[config.mk]
export PLATFORM = sky130hd
export DESIGN_NAME = srw_regs
export DESIGN_NICKNAME = d
export VERILOG_FILES = /design/src/verilog/srw_regs.v /design/src/verilog/srw_timing.v
export VERILOG_INCLUDE_DIRS = /design/src /design/src/inc
export SDC_FILE = /design/constraint.sdc
export NUM_CORES = 1
export LEC_CHECK = 0
export BUFFER_PORTS_ARGS = -buffer_cell sky130_fd_sc_hd__buf_2
export CAP_MARGIN = 20
export CELL_PAD_IN_SITES_DETAIL_PLACEMENT = 0
export CELL_PAD_IN_SITES_GLOBAL_PLACEMENT = 1
export CORE_ASPECT_RATIO = 1.1
export CORE_UTILIZATION = 50
export CTS_CLUSTER_SIZE = 16
export DETAILED_ROUTE_END_ITERATION = 8
export PLACE_DENSITY = 0.82
export SLEW_MARGIN = 20
export SYNTH_ARGS = -nofsm -noshare
export SYNTH_HDL_FRONTEND = slang
export SYNTH_SLANG_ARGS = --single-unit
[constraint.sdc]
create_clock -name i_sys_clk -period 10.36 [get_ports i_sys_clk]
set_clock_uncertainty 0.1 [all_clocks]
set_input_delay 1.036 -clock i_sys_clk [delete_from_list [all_inputs] [get_ports i_sys_clk]]
set_output_delay 1.036 -clock i_sys_clk [all_outputs]
set_load 0.02 [all_outputs]
[src/inc/srw_defs.vh]
// What this block does
// - First image row read is the 11-bit row start, dark rows excluded.
// - First image column read is the 11-bit column start, dark ones excluded.
// - Window height field counts image rows read; only values of 2 or more.
// - Window width counts image columns; least 9 with one, 17 with two ADCs.
// - Selector bit 0 set: alternate-set horizontal blank count pads each row.
// - Selector bit 0 clear: primary-set horizontal blank count pads each row.
// - Horizontal blank columns come at row start, ahead of pixel data.
// - Selector bit 1 set: alternate vertical blank rows, at least 4 + dark.
// - Vertical blanking may stretch when integration length in rows needs it.
// - Window, blank, integration and selector writes land in pending copies, moved to live at frame start; control and dark writes act at once.
// - While transfer inhibit is set, no pending copy moves to live.
// - Bad frame after window or horizontal blank change suppresses frame and row active.
`ifndef SRW_DEFS_VH
`define SRW_DEFS_VH
`define SRW_ADDR_W        8
`define SRW_DATA_W        16
`define SRW_A_VERSION     8'h00
`define SRW_A_ROW_START   8'h01
`define SRW_A_COL_START   8'h02
`define SRW_A_HEIGHT      8'h03
`define SRW_A_WIDTH       8'h04
`define SRW_A_ALT_HBLANK  8'h05
`define SRW_A_ALT_VBLANK  8'h06
`define SRW_A_PRI_HBLANK  8'h07
`define SRW_A_PRI_VBLANK  8'h08
`define SRW_A_INTEG_ROWS  8'h09
`define SRW_A_CONTROL     8'h0D
`define SRW_A_DARK_CTRL   8'h22
`define SRW_A_SELECTOR    8'hF2
`define SRW_A_STATUS      8'hF3
`define SRW_RST_ROW_START 11'h01C
`define SRW_RST_COL_START 11'h03C
`define SRW_RST_HEIGHT    11'h4B0
`define SRW_RST_WIDTH     11'h640
`define SRW_RST_ALT_HBLK  14'h015C
`define SRW_RST_ALT_VBLK  15'h0020
`define SRW_RST_PRI_HBLK  14'h00AE
`define SRW_RST_PRI_VBLK  15'h0010
`define SRW_RST_INTEG     16'h04D0
`define SRW_RST_SELECTOR  16'h000B
`define SRW_CTL_INHIBIT   15
`define SRW_CTL_SHOW_BAD  8
`define SRW_CTL_TWO_ADC   0
`define SRW_SEL_HSET      0
`define SRW_SEL_VSET      1
`define SRW_DARK_ROWS     3
`define SRW_VBLK_BASE     15'h0004
`define SRW_MIN_HEIGHT    11'h002
`define SRW_MIN_W_ONE_ADC 11'h009
`define SRW_MIN_W_TWO_ADC 11'h011
`endif

[src/verilog/srw_regs.v]
`timescale 1ns/1ps
`include "srw_defs.vh"
module srw_regs #(
   parameter [15:0] VERSION_CODE = 16'h0A5A
) (
   input  wire        i_sys_clk,
   input  wire        i_resetn,
   input  wire [7:0]  i_addr,
   input  wire [15:0] i_wdata,
   input  wire        i_wr,
   input  wire        i_rd,
   output reg  [15:0] o_rdata_ff,
   output wire        o_frame_valid,
   output wire        o_line_valid,
   output wire        o_frame_start,
   output wire [15:0] o_pixel_col,
   output wire [15:0] o_pixel_row,
   output reg  [10:0] o_live_row_start_ff,
   output reg  [10:0] o_live_col_start_ff
);
   // VERSION_CODE default is arbitrary.
   reg  [10:0] row_start_ff;
   reg  [10:0] col_start_ff;
   reg  [10:0] height_ff;
   reg  [10:0] width_ff;
   reg  [13:0] alt_hblk_ff;
   reg  [14:0] alt_vblk_ff;
   reg  [13:0] pri_hblk_ff;
   reg  [14:0] pri_vblk_ff;
   reg  [15:0] integ_ff;
   reg  [15:0] ctrl_ff;
   reg  [15:0] dark_ff;
   reg  [15:0] sel_ff;
   reg  [10:0] l_height_ff;
   reg  [10:0] l_width_ff;
   reg  [13:0] l_hblk_ff;
   reg  [14:0] l_vblk_ff;
   reg  [15:0] l_integ_ff;
   reg  [1:0]  l_sel_ff;
   reg         change_ff;
   reg         bad_ff;
   reg         nxt_change;
   reg  [15:0] nxt_rdata;
   wire        fs;
   wire        fv_raw;
   wire        lv_raw;
   wire        xfer;
   wire        bad_now;
   wire [10:0] min_width;
   wire [10:0] eff_height;
   wire [10:0] eff_width;
   wire [15:0] vmin;
   wire [15:0] vneed;
   wire [15:0] vblk_eff;
   wire [15:0] status;

   assign xfer = fs && !ctrl_ff[`SRW_CTL_INHIBIT];

   always @(posedge i_sys_clk or negedge i_resetn) begin
      if (!i_resetn) begin
         row_start_ff <= `SRW_RST_ROW_START;
         col_start_ff <= `SRW_RST_COL_START;
         height_ff    <= `SRW_RST_HEIGHT;
         width_ff     <= `SRW_RST_WIDTH;
         alt_hblk_ff  <= `SRW_RST_ALT_HBLK;
         alt_vblk_ff  <= `SRW_RST_ALT_VBLK;
         pri_hblk_ff  <= `SRW_RST_PRI_HBLK;
         pri_vblk_ff  <= `SRW_RST_PRI_VBLK;
         integ_ff     <= `SRW_RST_INTEG;
         ctrl_ff      <= 16'h0000;
         dark_ff      <= 16'h0000;
         sel_ff       <= `SRW_RST_SELECTOR;
      end else if (i_wr) begin
         case (i_addr)
            `SRW_A_ROW_START: row_start_ff <= i_wdata[10:0];
            `SRW_A_COL_START: col_start_ff <= i_wdata[10:0];
            `SRW_A_HEIGHT:    height_ff    <= i_wdata[10:0];
            `SRW_A_WIDTH:     width_ff     <= i_wdata[10:0];
            `SRW_A_ALT_HBLANK: alt_hblk_ff <= i_wdata[13:0];
            `SRW_A_ALT_VBLANK: alt_vblk_ff <= i_wdata[14:0];
            `SRW_A_PRI_HBLANK: pri_hblk_ff <= i_wdata[13:0];
            `SRW_A_PRI_VBLANK: pri_vblk_ff <= i_wdata[14:0];
            `SRW_A_INTEG_ROWS: integ_ff    <= i_wdata;
            `SRW_A_CONTROL:    ctrl_ff     <= i_wdata;
            `SRW_A_DARK_CTRL:  dark_ff     <= i_wdata;
            `SRW_A_SELECTOR:   sel_ff      <= i_wdata;
            default: ;
         endcase
      end
   end

   // A window or horizontal blank write marks the next frame as bad.
   always @* begin
      nxt_change = change_ff;
      if (xfer)
         nxt_change = 1'b0;
      if (i_wr && (i_addr >= `SRW_A_ROW_START) &&
          (i_addr <= `SRW_A_PRI_HBLANK) && (i_addr != `SRW_A_ALT_VBLANK))
         nxt_change = 1'b1;
   end

   always @(posedge i_sys_clk or negedge i_resetn) begin
      if (!i_resetn) begin
         o_live_row_start_ff <= `SRW_RST_ROW_START;
         o_live_col_start_ff <= `SRW_RST_COL_START;
         l_height_ff <= `SRW_RST_HEIGHT;
         l_width_ff  <= `SRW_RST_WIDTH;
         l_hblk_ff   <= `SRW_RST_ALT_HBLK;
         l_vblk_ff   <= `SRW_RST_ALT_VBLK;
         l_integ_ff  <= `SRW_RST_INTEG;
         l_sel_ff    <= 2'b11;
         change_ff   <= 1'b0;
         bad_ff      <= 1'b0;
      end else begin
         change_ff <= nxt_change;
         if (xfer) begin
            o_live_row_start_ff <= row_start_ff;
            o_live_col_start_ff <= col_start_ff;
            l_height_ff <= height_ff;
            l_width_ff  <= width_ff;
            l_hblk_ff   <= sel_ff[`SRW_SEL_HSET] ? alt_hblk_ff
                                                 : pri_hblk_ff;
            l_vblk_ff   <= sel_ff[`SRW_SEL_VSET] ? alt_vblk_ff
                                                 : pri_vblk_ff;
            l_integ_ff  <= integ_ff;
            l_sel_ff    <= sel_ff[1:0];
            bad_ff      <= change_ff && !ctrl_ff[`SRW_CTL_SHOW_BAD];
         end else if (fs) begin
            bad_ff <= 1'b0;
         end
      end
   end

   // Unsupported sizes are raised to the least the readout supports.
   assign min_width  = ctrl_ff[`SRW_CTL_TWO_ADC] ? `SRW_MIN_W_TWO_ADC
                                                 : `SRW_MIN_W_ONE_ADC;
   assign eff_width  = (l_width_ff < min_width) ? min_width : l_width_ff;
   assign eff_height = (l_height_ff < `SRW_MIN_HEIGHT) ? `SRW_MIN_HEIGHT
                                                       : l_height_ff;
   assign vmin  = {1'b0, `SRW_VBLK_BASE} +
                  {13'h0000, dark_ff[`SRW_DARK_ROWS-1:0]};
   assign vneed = (l_integ_ff > {5'h00, eff_height}) ?
                  l_integ_ff - {5'h00, eff_height} : 16'h0000;
   assign vblk_eff = ({1'b0, l_vblk_ff} < vmin) ?
                     ((vneed > vmin) ? vneed : vmin) :
                     ((vneed > {1'b0, l_vblk_ff}) ? vneed
                                                  : {1'b0, l_vblk_ff});

   srw_timing #(
      .CW (16)
   ) u_timing (
      .i_sys_clk        (i_sys_clk),
      .i_resetn         (i_resetn),
      .i_hblank         ({2'b00, l_hblk_ff}),
      .i_width          ({5'h00, eff_width}),
      .i_height         ({5'h00, eff_height}),
      .i_vblank         (vblk_eff),
      .o_line_on_ff     (lv_raw),
      .o_frame_on_ff    (fv_raw),
      .o_frame_start_ff (fs),
      .o_col_ff         (o_pixel_col),
      .o_row_ff         (o_pixel_row)
   );

   // The mask flop only turns at the edge after frame start, so in the
   // frame start cycle the mask it is about to take is used directly.
   assign bad_now = o_frame_start ?
                    (xfer && change_ff && !ctrl_ff[`SRW_CTL_SHOW_BAD]) :
                    bad_ff;
   assign o_frame_valid = fv_raw && !bad_now;
   assign o_line_valid  = lv_raw && !bad_now;
   assign o_frame_start = fs;
   assign status = {13'h0000, change_ff, bad_ff, l_sel_ff[0]};

   always @* begin
      case (i_addr)
         `SRW_A_VERSION:    nxt_rdata = VERSION_CODE;
         `SRW_A_ROW_START:  nxt_rdata = {5'h00, row_start_ff};
         `SRW_A_COL_START:  nxt_rdata = {5'h00, col_start_ff};
         `SRW_A_HEIGHT:     nxt_rdata = {5'h00, height_ff};
         `SRW_A_WIDTH:      nxt_rdata = {5'h00, width_ff};
         `SRW_A_ALT_HBLANK: nxt_rdata = {2'b00, alt_hblk_ff};
         `SRW_A_ALT_VBLANK: nxt_rdata = {1'b0, alt_vblk_ff};
         `SRW_A_PRI_HBLANK: nxt_rdata = {2'b00, pri_hblk_ff};
         `SRW_A_PRI_VBLANK: nxt_rdata = {1'b0, pri_vblk_ff};
         `SRW_A_INTEG_ROWS: nxt_rdata = integ_ff;
         `SRW_A_CONTROL:    nxt_rdata = ctrl_ff;
         `SRW_A_DARK_CTRL:  nxt_rdata = dark_ff;
         `SRW_A_SELECTOR:   nxt_rdata = sel_ff;
         `SRW_A_STATUS:     nxt_rdata = status;
         default:           nxt_rdata = 16'h0000;
      endcase
   end

   always @(posedge i_sys_clk or negedge i_resetn) begin
      if (!i_resetn)
         o_rdata_ff <= 16'h0000;
      else
         o_rdata_ff <= i_rd ? nxt_rdata : 16'h0000;
   end
endmodule // srw_regs

[src/verilog/srw_timing.v]
`timescale 1ns/1ps
// Walks the live window as a raster: horizontal blank then pixels in each
// row, window rows then vertical blank rows in each frame.
module srw_timing #(
   parameter CW = 16
) (
   input  wire          i_sys_clk,
   input  wire          i_resetn,
   input  wire [CW-1:0] i_hblank,
   input  wire [CW-1:0] i_width,
   input  wire [CW-1:0] i_height,
   input  wire [CW-1:0] i_vblank,
   output reg           o_line_on_ff,
   output reg           o_frame_on_ff,
   output reg           o_frame_start_ff,
   output reg  [CW-1:0] o_col_ff,
   output reg  [CW-1:0] o_row_ff
);
   wire [CW-1:0] row_len;
   wire [CW-1:0] frm_len;
   wire          row_end;
   wire          frm_end;
   reg           nxt_line_on;
   reg           nxt_frame_on;
   wire [CW-1:0] one;

   assign one     = {{(CW-1){1'b0}}, 1'b1};
   assign row_len = i_hblank + i_width;
   assign frm_len = i_height + i_vblank;
   assign row_end = (o_col_ff >= row_len - {{(CW-1){1'b0}}, 1'b1});
   assign frm_end = row_end &&
                    (o_row_ff >= frm_len - {{(CW-1){1'b0}}, 1'b1});

   always @* begin
      nxt_line_on  = 1'b0;
      nxt_frame_on = 1'b0;
      if (!frm_end) begin
         if (!row_end) begin
            nxt_frame_on = (o_row_ff < i_height);
            nxt_line_on  = nxt_frame_on && (o_col_ff + one >= i_hblank);
         end else begin
            nxt_frame_on = (o_row_ff + one < i_height);
            nxt_line_on  = nxt_frame_on && (i_hblank == {CW{1'b0}});
         end
      end else begin
         nxt_frame_on = (i_height != {CW{1'b0}});
         nxt_line_on  = nxt_frame_on && (i_hblank == {CW{1'b0}});
      end
   end

   always @(posedge i_sys_clk or negedge i_resetn) begin
      if (!i_resetn) begin
         o_col_ff         <= {CW{1'b0}};
         o_row_ff         <= {CW{1'b0}};
         o_line_on_ff     <= 1'b0;
         o_frame_on_ff    <= 1'b0;
         o_frame_start_ff <= 1'b0;
      end else begin
         o_col_ff         <= row_end ? {CW{1'b0}} : o_col_ff + one;
         o_frame_start_ff <= frm_end;
         if (frm_end)
            o_row_ff <= {CW{1'b0}};
         else if (row_end)
            o_row_ff <= o_row_ff + one;
         o_line_on_ff  <= nxt_line_on;
         o_frame_on_ff <= nxt_frame_on;
      end
   end
endmodule // srw_timing
* After elaboration in Yosys (flattened, before gate mapping)
Index checks and enable logic that the tools add are counted.
** Storage, ports and cells
- Word-level logic and storage cells :: 120
- Bits of input ports :: 28
- Flip-flop bits (word level) :: 309
- Output and inout port bits :: 73
** Operators by class
- Reduce and logical (&&, ||, !) cells :: 34
- Order comparisons :: 13
- $add $sub $neg :: 8
- Equality and inequality tests :: 14
- Mux-type cells :: 23
** Operators with widths (number)
- one-hot mux 16 bit (14 select lines) :: 1
- two-way mux 16 bit :: 8
- adder 16 x 1 -> 16 bit, second input constant :: 2
- == test 8 x 3 -> 1 bit, second input constant :: 4
- >= comparator 16 bit :: 2
- less-than comparator 16 x 11 -> 1 bit :: 2
- subtractor 16 x 1 -> 16 bit, second input constant :: 2
- == test 8 x 4 -> 1 bit, second input constant :: 3
- AND reduction 2 bit :: 12
- two-way mux 11 bit :: 2
- adder 11 x 16 -> 16 bit :: 1
- == test 8 x 2 -> 1 bit, second input constant :: 2
- == test 8 bit, second input constant :: 2
- >= comparator 16 x 14 -> 1 bit :: 1
- > comparator 16 x 11 -> 1 bit :: 1
- > comparator 16 x 15 -> 1 bit :: 1
- > comparator 16 x 4 -> 1 bit :: 1
- logical NOT 16 bit :: 1
- nonzero test 16 bit :: 1
- subtractor 16 x 11 -> 16 bit :: 1
- adder 14 x 11 -> 15 bit :: 1
- less-than comparator 15 x 4 -> 1 bit :: 1
- two-way mux 15 bit :: 1
- two-way mux 14 bit :: 1
- other kinds (14) :: 38

* Longest topological paths before layout
Gate-level depths: netlist of run 1.
- Depth in word-level cells :: 12
- Gate-level depth with buffers :: 45
- Gate-level depth less buffers :: 43

* Modules after synthesis
Synthesis of run 1 repeated with hierarchy kept, for this count alone.
** Second synthesis, totals
- Cell total of the unflattened synthesis :: 1827
- Area, all modules :: 19089.6 um^2
** Modules (own cells, without submodules)
- srw_regs :: area each 13543.0 um^2, instances 1, cells an instance 1130
- srw_timing :: area each 5546.6 um^2, instances 1, cells an instance 697

* Worst setup path after synthesis of run 1
Ideal clock, no wire load.
- Path type :: reg2reg
- From :: reg l_height_ff[6]
- To :: reg u_timing.o_row_ff[8]
- Clock period less this slack :: 9.040 ns
- Buffers on the path :: 2
- Data required time :: 10.193 ns
- Cell stages (with the launch flop) :: 43
- Library setup time :: 0.067 ns
- Arrival time :: 8.873 ns
- Setup slack :: 1.320 ns
- Path through :: dfrtp_1 > nor4_4 > a31oi_2 > xnor2_1 > inv_1 > ha_1 > nand3_1 > a21oi_1 > a211oi_4 > o211ai_1 > nand2_2 > nor3_1 > a21o_1 > ha_1 > nand3_1 > nor2_1 > nand4_1 > or2_2 > [... 7 more ...] > inv_1 > ha_1 > a21o_1 > a21oi_1 > o21bai_1 > a21o_1 > a21oi_1 > o211ai_1 > a31o_2 > a21oi_1 > xor2_1 > ha_1 > a21o_1 > a221o_1 > a31oi_1 > a21boi_0 > clkbuf_1 > a22o_1
** Between the ends
- Longest elaborated chain between the ends :: 12
- Elaborated cells on any way between the ends :: 16
- Classes of those cells :: add/sub: 3; order compare: 5; mux: 6; reduce/logical: 2
** Ends and longest elaborated chain
- from (decl) :: RTL line srw_regs.v:34 : reg [10:0] l_height_ff;
- from (signal assigned) :: RTL line srw_regs.v:106 : l_height_ff <= `SRW_RST_HEIGHT;
- from (signal assigned) :: RTL line srw_regs.v:119 : l_height_ff <= height_ff;
- less-than comparator 11 x 2 -> 1 bit (no source line)
- two-way mux 11 bit * :: RTL line srw_regs.v:138 : assign eff_height = (l_height_ff < `SRW_MIN_HEIGHT) ? `SRW_MIN_HEIGHT
- subtractor 16 x 11 -> 16 bit or > comparator 16 x 11 -> 1 bit (tied branches) :: RTL line srw_regs.v:143, srw_regs.v:142
- two-way mux 16 bit :: RTL line srw_regs.v:142 : assign vneed = (l_integ_ff > {5'h00, eff_height}) ?
- > comparator 16 x 15 -> 1 bit or > comparator 16 x 4 -> 1 bit (tied branches) :: RTL line srw_regs.v:146, srw_regs.v:145
- two-way mux 16 bit (on tied branches) :: RTL line srw_regs.v:146, srw_regs.v:145
- two-way mux 16 bit :: RTL line srw_regs.v:144 : assign vblk_eff = ({1'b0, l_vblk_ff} < vmin) ?
- adder 11 x 16 -> 16 bit * :: RTL line srw_timing.v:29 : assign frm_len = i_height + i_vblank;
- subtractor 16 x 1 -> 16 bit * :: RTL line srw_timing.v:32 : (o_row_ff >= frm_len - {{(CW-1){1'b0}}, 1'b1});
- >= comparator 16 bit * :: RTL line srw_timing.v:32
- logical AND 1 bit * :: RTL line srw_timing.v:31 : assign frm_end = row_end &&
- two-way mux 16 bit or nonzero test 2 bit (tied branches)
- to (signal assigned) :: RTL line srw_timing.v:54 : o_row_ff <= {CW{1'b0}};
- to (signal assigned) :: RTL line srw_timing.v:62 : o_row_ff <= {CW{1'b0}};
- to (signal assigned) :: RTL line srw_timing.v:64 : o_row_ff <= o_row_ff + one;
- to (decl) :: RTL line srw_timing.v:17 : output reg [CW-1:0] o_row_ff
Every way passes the cells marked *; elsewhere a longest branch is shown, timed or not.
A chain may end at the register's enable or synchronous reset.

* Worst setup path in the final report of run 1
- From :: reg l_height_ff[9]
- To :: reg u_timing.o_row_ff[0]
Same word-level chain as after synthesis.

==> results of run 1 <==
cell usage after synthesis, types with 13 or more instances:
library cell and count:
mux2_2 245, inv_1 98, a222oi_1 13, nand4_1 13
xor2_1 31, a22o_1 19, clkbuf_1 76, ha_1 137
nand2b_1 14, a22oi_1 22, xnor2_1 40, nor4_1 14
a21o_1 36, dfstp_2 58, nand2_1 107, dfrtp_1 251
o21ai_0 74, mux2i_1 49, and2_1 13, nor3_1 29
nor2_1 100, nand3_1 41, a21oi_1 91, and3_1 29
metrics by stage:
stage	hold WS (ns)	util	setup slack [ns]	std cells	area, µm²
2_1_floorplan	0.356	-	1.32	1779	18700
3_3_place_gp	0.383	0.537	0.933	2292	19600
3_5_place_dp	0.387	0.537	0.745	2292	19600
6_report	0.390	0.567	0.804	2353	20700
5_1_grt	0.413	0.567	0.0385	2350	20700
4_1_cts	0.396	0.566	0.684	2350	20700
timing repair:
action,CTS,global route
endpoints found under the hold margin,0,0
hold buffers,0,0
gates resized for setup,0,1
setup endpoints to repair,0,11
state kept, by name (all words and copies together), names as in the netlist, 16 cells and up:
register           cells
ctrl_ff               16
dark_ff               16
integ_ff              16
l_integ_ff            16
o_rdata_ff            16
sel_ff                16
u_timing.o_col_ff     16
u_timing.o_row_ff     16
kinds of logic after synthesis:
| logic type | after synthesis | share of synthesized area |
|---|---|---|
| adder cells (fa/ha/maj) | 140 | 0.0943 |
| multiplexers | 294 | 0.174 |
| buffers and inverters | 187 | 0.0377 |
| AND/OR/NAND/NOR | 410 | 0.110 |
| AO/OA/AOI/OAI | 368 | 0.134 |
| XOR/XNOR | 71 | 0.0333 |
| flip-flops | 309 | 0.417 |
worst max-delay path, delay by kind of cell (launching register included):
kind	cells	cell delay, ns
adders and majority gates	5	1.34
AOI/OAI and AO/OA	17	3.50
DFF	1	0.42
and+or+nand+nor	10	2.39
muxes	2	0.31
xor gates and xnor gates	3	0.74
buffers and inverters	5	0.68
worst min-delay path by stage:
stage	end	slack (ns)	cells past startpoint
detailed placement	l_vblk_ff[5]$_DFFE_PN1P_	0.39	2
finish	l_vblk_ff[5]$_DFFE_PN1P_	0.39	2
global route	sel_ff[2]$_DFFE_PN0P_	0.41	1
CTS	l_vblk_ff[5]$_DFFE_PN1P_	0.40	2
global placement	l_vblk_ff[5]$_DFFE_PN1P_	0.38	2
floorplan	l_integ_ff[3]$_DFFE_PN0P_	0.36	2
final cells by class:
cell class | instances | area, µm² | share of cell area
Antenna cell | 3 | 7.51 | 0.000363
Clock buffer | 48 | 970 | 0.0468
Clock inverter | 10 | 92.6 | 0.00447
Inverter | 98 | 368 | 0.0178
Multi-Input combinational cell | 1283 | 10200 | 0.494
Sequential cell | 309 | 7800 | 0.377
Tap cell | 487 | 609 | 0.0294
Timing Repair Buffer | 115 | 636 | 0.0307
metal layers:
layer | track usage | wire (µm) | vias up
met5 | 0 | 0 | -
met4 | 0.112 | 2050 | 0
met3 | 0.0358 | 2950 | 105
met2 | 0.444 | 23800 | 503
met1 | 0.355 | 22500 | 7035
li1 | - | - | 6612
placed cells by master (no fill, tap or decap), types with 9 or more instances in the layout:
cell type / n
o211ai_1: 10
nor3_1: 29
o22ai_1: 9
dfrtp_1: 251
a222oi_1: 13
a22o_1: 19
o21ai_0: 74
nand2b_1: 13
ha_1: 137
dfstp_2: 58
nor2_1: 98
mux2_2: 245
xnor2_1: 39
nor4_1: 14
a21o_1: 36
nand2_1: 107
a21oi_1: 89
inv_1: 98
mux2i_1: 49
clkbuf_8: 13
clkbuf_16: 31
nor2b_1: 9
a211oi_1: 10
xor2_1: 31
and2_1: 13
nand3_1: 41
a22oi_1: 22
and3_1: 29
buf_4: 14
a31oi_1: 11
nand4_1: 13
buf_2: 99
==> results.md, run 1 <==
- Synthesized cell area: between 15000 and 20000 µm²
- Crit path arrival time: 9.98 ns
- Final critical-path share of the clock period: 0.922
- Cell type with the largest total area after synthesis: dfrtp_1
- Slack of the worst reg-to-reg path: roughly 0.80 ns
- Result of the run: finished clean
- Number of buffers created by CTS: 31
- Crit path max-delay cell type: nor4_4
- Worst setup path end: u_timing.o_row_ff[0]$_DFFE_PN0P_
- Average wire per standard cell: 21.8 µm
- R2R Path End: u_timing.o_row_ff[0]$_DFFE_PN0P_
- Number of library cell types mapped by synthesis: 83
- Port bufs: 100
- Max Slew Vio Count: 0
- Vert. Die Dim: approximately 200 µm
- Transition time at the pin with the least slew margin: 1.06 ns
- Yosys synthesis warning count: 0
- Period minus WS final: 9.56 ns
- DRC violations left: 0
- DRT Wirelength: 51300 µm
- Wire length of the first global-routing pass: 80100 µm
- # H-tree levels: 1
- Clk Tree Root Cell: clkbuf_16
- Final hold vios: 0
- Slowest Stage Delay on Critical Path: roughly 0.44 ns
- DRC violation total after the first TritonRoute iteration: 1166
- # IOs: 101
- Placer congestion estimate: 0.903
- Synth-to-Final Area Change: 10.7%
- # nets final: around 2000
- Number of flip-flops and latches in the synthesized netlist: a little over 300
- Drt first pass iters: 6
- Number of synthesized flops with an enable pin: 0
- Unrepaired setup endpoints after global routing: no
- Clock tree from TritonCTS: done
- Syn Area/Cell: 10.5 µm²
- Clock transition at the registers of the reported paths: about 0.07 ns
- Path category of the worst min-delay check: flip-flop to flip-flop
- RR Startpoint: l_height_ff[9]$_DFFE_PN0P_
- Crit-path most repeated cell: ha_1
- Fmax: 0.105 GHz
- Maximum clock path buffer count: 3
- Primary flip-flop cell chosen by synthesis mapping: dfrtp_1
- Average vias per placed instance: 6.06
- Antenna violations before repair: 2
- Width of the die: 186 µm
- Largest net degree at the start of global routing: 191
- Vias in the first global route: 14100
- Cells taking the most area after synthesis: dfrtp_1 34%, mux2_2 15%, ha_1 9.2%
- Sinks on Clock Net: 309
- Origin of the worst setup path: l_height_ff[9]$_DFFE_PN0P_
- Kind of end point of the critical path: flip-flop
- Fraction of post-synthesis cell area in the top cell type by area: 0.336
- Critical path type: flip-flop to flip-flop
- Overall die area: 38200 µm²
- Launching element type of the critical path: flip-flop
- Overall via count from detail_route: 14300
- Initial cell density of the core: 0.512
- Post-synthesis sequential area ratio: 0.417
- Fraction of registers with async set/reset: 1.00
- Filler Cells Inserted: between 3000 and 4000
- Sum Neg Setup Slack: 0 ns
- Remaining Overflow, GRT: 0
- Area of the core: 36500 µm²
- Remaining antenna violation count after routing: 0
- Max-slew headroom: 0.294
- Final setup violation count: 0
- Ratio of cells with drive above 1 in the final layout: 0.269
- Maximum fanout along the worst path: 18
- Required arrival time at the worst endpoint: 10.78 ns
- Max Cap Violations: 0
- Total global-route track usage: 0.268
- Number of instances in the synthesized netlist: ~1800
- Num rows: 73
- Clock insertion delay at the later pin of the skew report: 0.58 ns
- Start point of the worst min-delay path: l_vblk_ff[5]$_DFFE_PN1P_
- Syn_nets: 1946
- Length in cells of the worst reg-to-reg path: 42
- DP HPWL: between 30000 and 40000 µm
- Post-CTS setup buffers: 0
Power of run 1 is left out: the tool's default activity adds up to more than one toggle a clock period on the data nets, which glitch-free logic cannot reach.
==> run 2: changes to the inputs <==
--- a/config.mk
+++ b/config.mk
@@ -14,7 +14,7 @@
 export CORE_UTILIZATION = 50
 export CTS_CLUSTER_SIZE = 16
 export DETAILED_ROUTE_END_ITERATION = 8
-export PLACE_DENSITY = 0.82
+export PLACE_DENSITY_LB_ADDON = 0.12
 export SLEW_MARGIN = 20
 export SYNTH_ARGS = -nofsm -noshare
 export SYNTH_HDL_FRONTEND = slang
==> run 2 against run 1 <==
First-iteration DRC count decreased by 16%. Die area unchanged. Non-clock buffer count increased by 1. Flip-flop and latch count unchanged. Critical path depth decreased by 6. Register-to-register slack got worse by 0.14 ns. Cell area increased by 0.48%. Maximum frequency decreased by 1.4%. Final cell count increased by 0.17%. Global-route usage increased by 0.78 points. Count of clock-buffer cells in the layout decreased by 1. Sequential share of layout area decreased by 0.18 points.
==> results.md, run 2 (same netlist as run 1, synthesis figures left out) <==
- Port bufs: 100
- Antenna violations before repair: 2
- Vias in the first global route: ~14000
- CTS-repair resized insts: 0
- RR Startpoint: l_height_ff[4]$_DFFE_PN1P_
- Clock tree from TritonCTS: done
- Cts-stage hold buffer count: 0
- Crit path max-delay cell type: nor4b_1
- DRC violation total after the first TritonRoute iteration: 983
- Required arrival time at the worst endpoint: 10.65 ns
- Max Slew Vio Count: 0
- Average vias per placed instance: 5.96
- Vert. Die Dim: a little over 200 µm
- Post-CTS setup buffers: 0
- Most frequent standard cell in the layout excluding fill and tap cells: dfrtp_1
- Synth-to-Final Area Change: 11.3%
- Post-Layout Cell Count: around 2400
- Placer congestion estimate: 0.902
- Cell total after placement: ~2300
- Max-slew headroom: 0.291
- Average wire per standard cell: ~22 µm
- DRT Wirelength: between 50000 and 60000 µm
- Post-layout utilization of the core: 0.569
- Launching element type of the critical path: flip-flop
- Commonest cells after routing, fill and taps aside: 251 x dfrtp_1, 245 x mux2_2, 137 x ha_1, 107 x nand2_1
- Crit path arrival time: 9.99 ns
- Origin of the worst setup path: l_height_ff[4]$_DFFE_PN1P_
- Result of the run: finished clean
- Width of the die: 186 µm
- Slowest Stage Delay on Critical Path: 0.68 ns
- Clock transition at the registers of the reported paths: 0.06 ns
- Number of buffers created by CTS: 34
- Overall via count from detail_route: 14000
- Slack of the worst reg-to-reg path: 0.66 ns
- Final setup violation count: 0
- Ratio of cells with drive above 1 in the final layout: 0.270
- Largest net degree at the start of global routing: a little under 100
- Transition time at the pin with the least slew margin: 1.06 ns
- CP delay by family, top: compound AO/OA/AOI/OAI gates
- Worst Path Buf+Inv: 3
- Clk Tree Root Cell: clkbuf_16
- Area of the core: around 37000 µm²
- Critical path type: flip-flop to flip-flop
- Sinks on Clock Net: 309
- Num rows: 73
- Fmax: 0.103 GHz
- Overall die area: 38200 µm²
- Max Cap Violations: 0
- # IOs: 101
- Remaining Overflow, GRT: 0
- Drt first pass iters: 5
- Maximum fanout along the worst path: 17
- Initial cell density of the core: 0.512
- Final hold vios: 0
- Clock insertion delay at the later pin of the skew report: 0.54 ns
- DP HPWL: 38600 µm
- Length in cells of the worst reg-to-reg path: 36
- Maximum clock path buffer count: 3
- # H-tree levels: 2
- Final critical-path share of the clock period: 0.936
- Path category of the worst min-delay check: primary input to async pin
- Kind of end point of the critical path: flip-flop
- Wire length of the first global-routing pass: 81000 µm
- Total global-route track usage: 0.276
- Unrepaired setup endpoints after global routing: no
- Period minus WS final: between 9 and 10 ns
- R2R Path End: u_timing.o_line_on_ff$_DFF_PN0_
- DRC violations left: 0
- Sum Neg Setup Slack: 0 ns
- # nets final: 2009
- Remaining antenna violation count after routing: 0
-- run 2: cell types whose count changed in the layout (fill, tap and decap cells not counted), moves of 2 or more --
| cell | previous run | this run |
|---|---|---|
| buf_4 | 14 | 16 |
| bufinv_16 | 1 | 3 |
| clkbuf_16 | 31 | 35 |
| clkbuf_8 | 13 | 7 |
| clkinv_2 | 3 | 5 |
| inv_6 | 1 | 3 |
-- run 2: how the worst max path moves through the flow --
stage,end,slack (ns),cells past startpoint
3_3_place_gp,u_timing.o_line_on_ff$_DFF_PN0_,0.93,41
5_1_grt,u_timing.o_line_on_ff$_DFF_PN0_,0.04,41
6_report,u_timing.o_line_on_ff$_DFF_PN0_,0.66,36
2_1_floorplan,u_timing.o_row_ff[8]$_DFFE_PN0P_,1.32,42
4_1_cts,u_timing.o_line_on_ff$_DFF_PN0_,0.74,41
3_5_place_dp,u_timing.o_line_on_ff$_DFF_PN0_,0.79,41
-- run 2: per-stage QoR --
step / setup WS (ns) / hold WS (ns) / instance area, µm²
after floorplan: 1.32 / 0.356 / 18700
after global placement: 0.928 / 0.380 / 19600
after detailed placement: 0.785 / 0.389 / 19600
after CTS: 0.741 / 0.402 / 20800
after global routing: 0.0372 / 0.417 / 20800
final: 0.665 / 0.401 / 20800
-- run 2: routing by layer --
metal | global-route usage | part of all wire
met1 | 0.366 | 0.45
met2 | 0.464 | 0.47
met3 | 0.0353 | 0.049
met4 | 0.0995 | 0.034
met5 | 0 | 0
-- run 2: area by class of cell --
type                    instances  area (µm²)
fillers                      3204       15700
multi-input cells            1283       10200
flip-flops and latches        309        7800
clock buffers                  47         991
repair buffers                116         631
well taps                     487         609
inverters                      98         368
clock inverters                15         184
diodes                          2        5.00
-- run 2: worst reg2reg max path: cells and delay by family, from the launching register on --
family | cells | cell delay (ns)
xor+xnor | 1 | 0.16
mux | 1 | 0.14
fa+ha+maj | 5 | 1.77
buf+inv | 3 | 0.48
compound gates | 15 | 3.54
simple gates | 11 | 2.81
flops | 1 | 0.56
Power of run 2 is left out for the same reason.
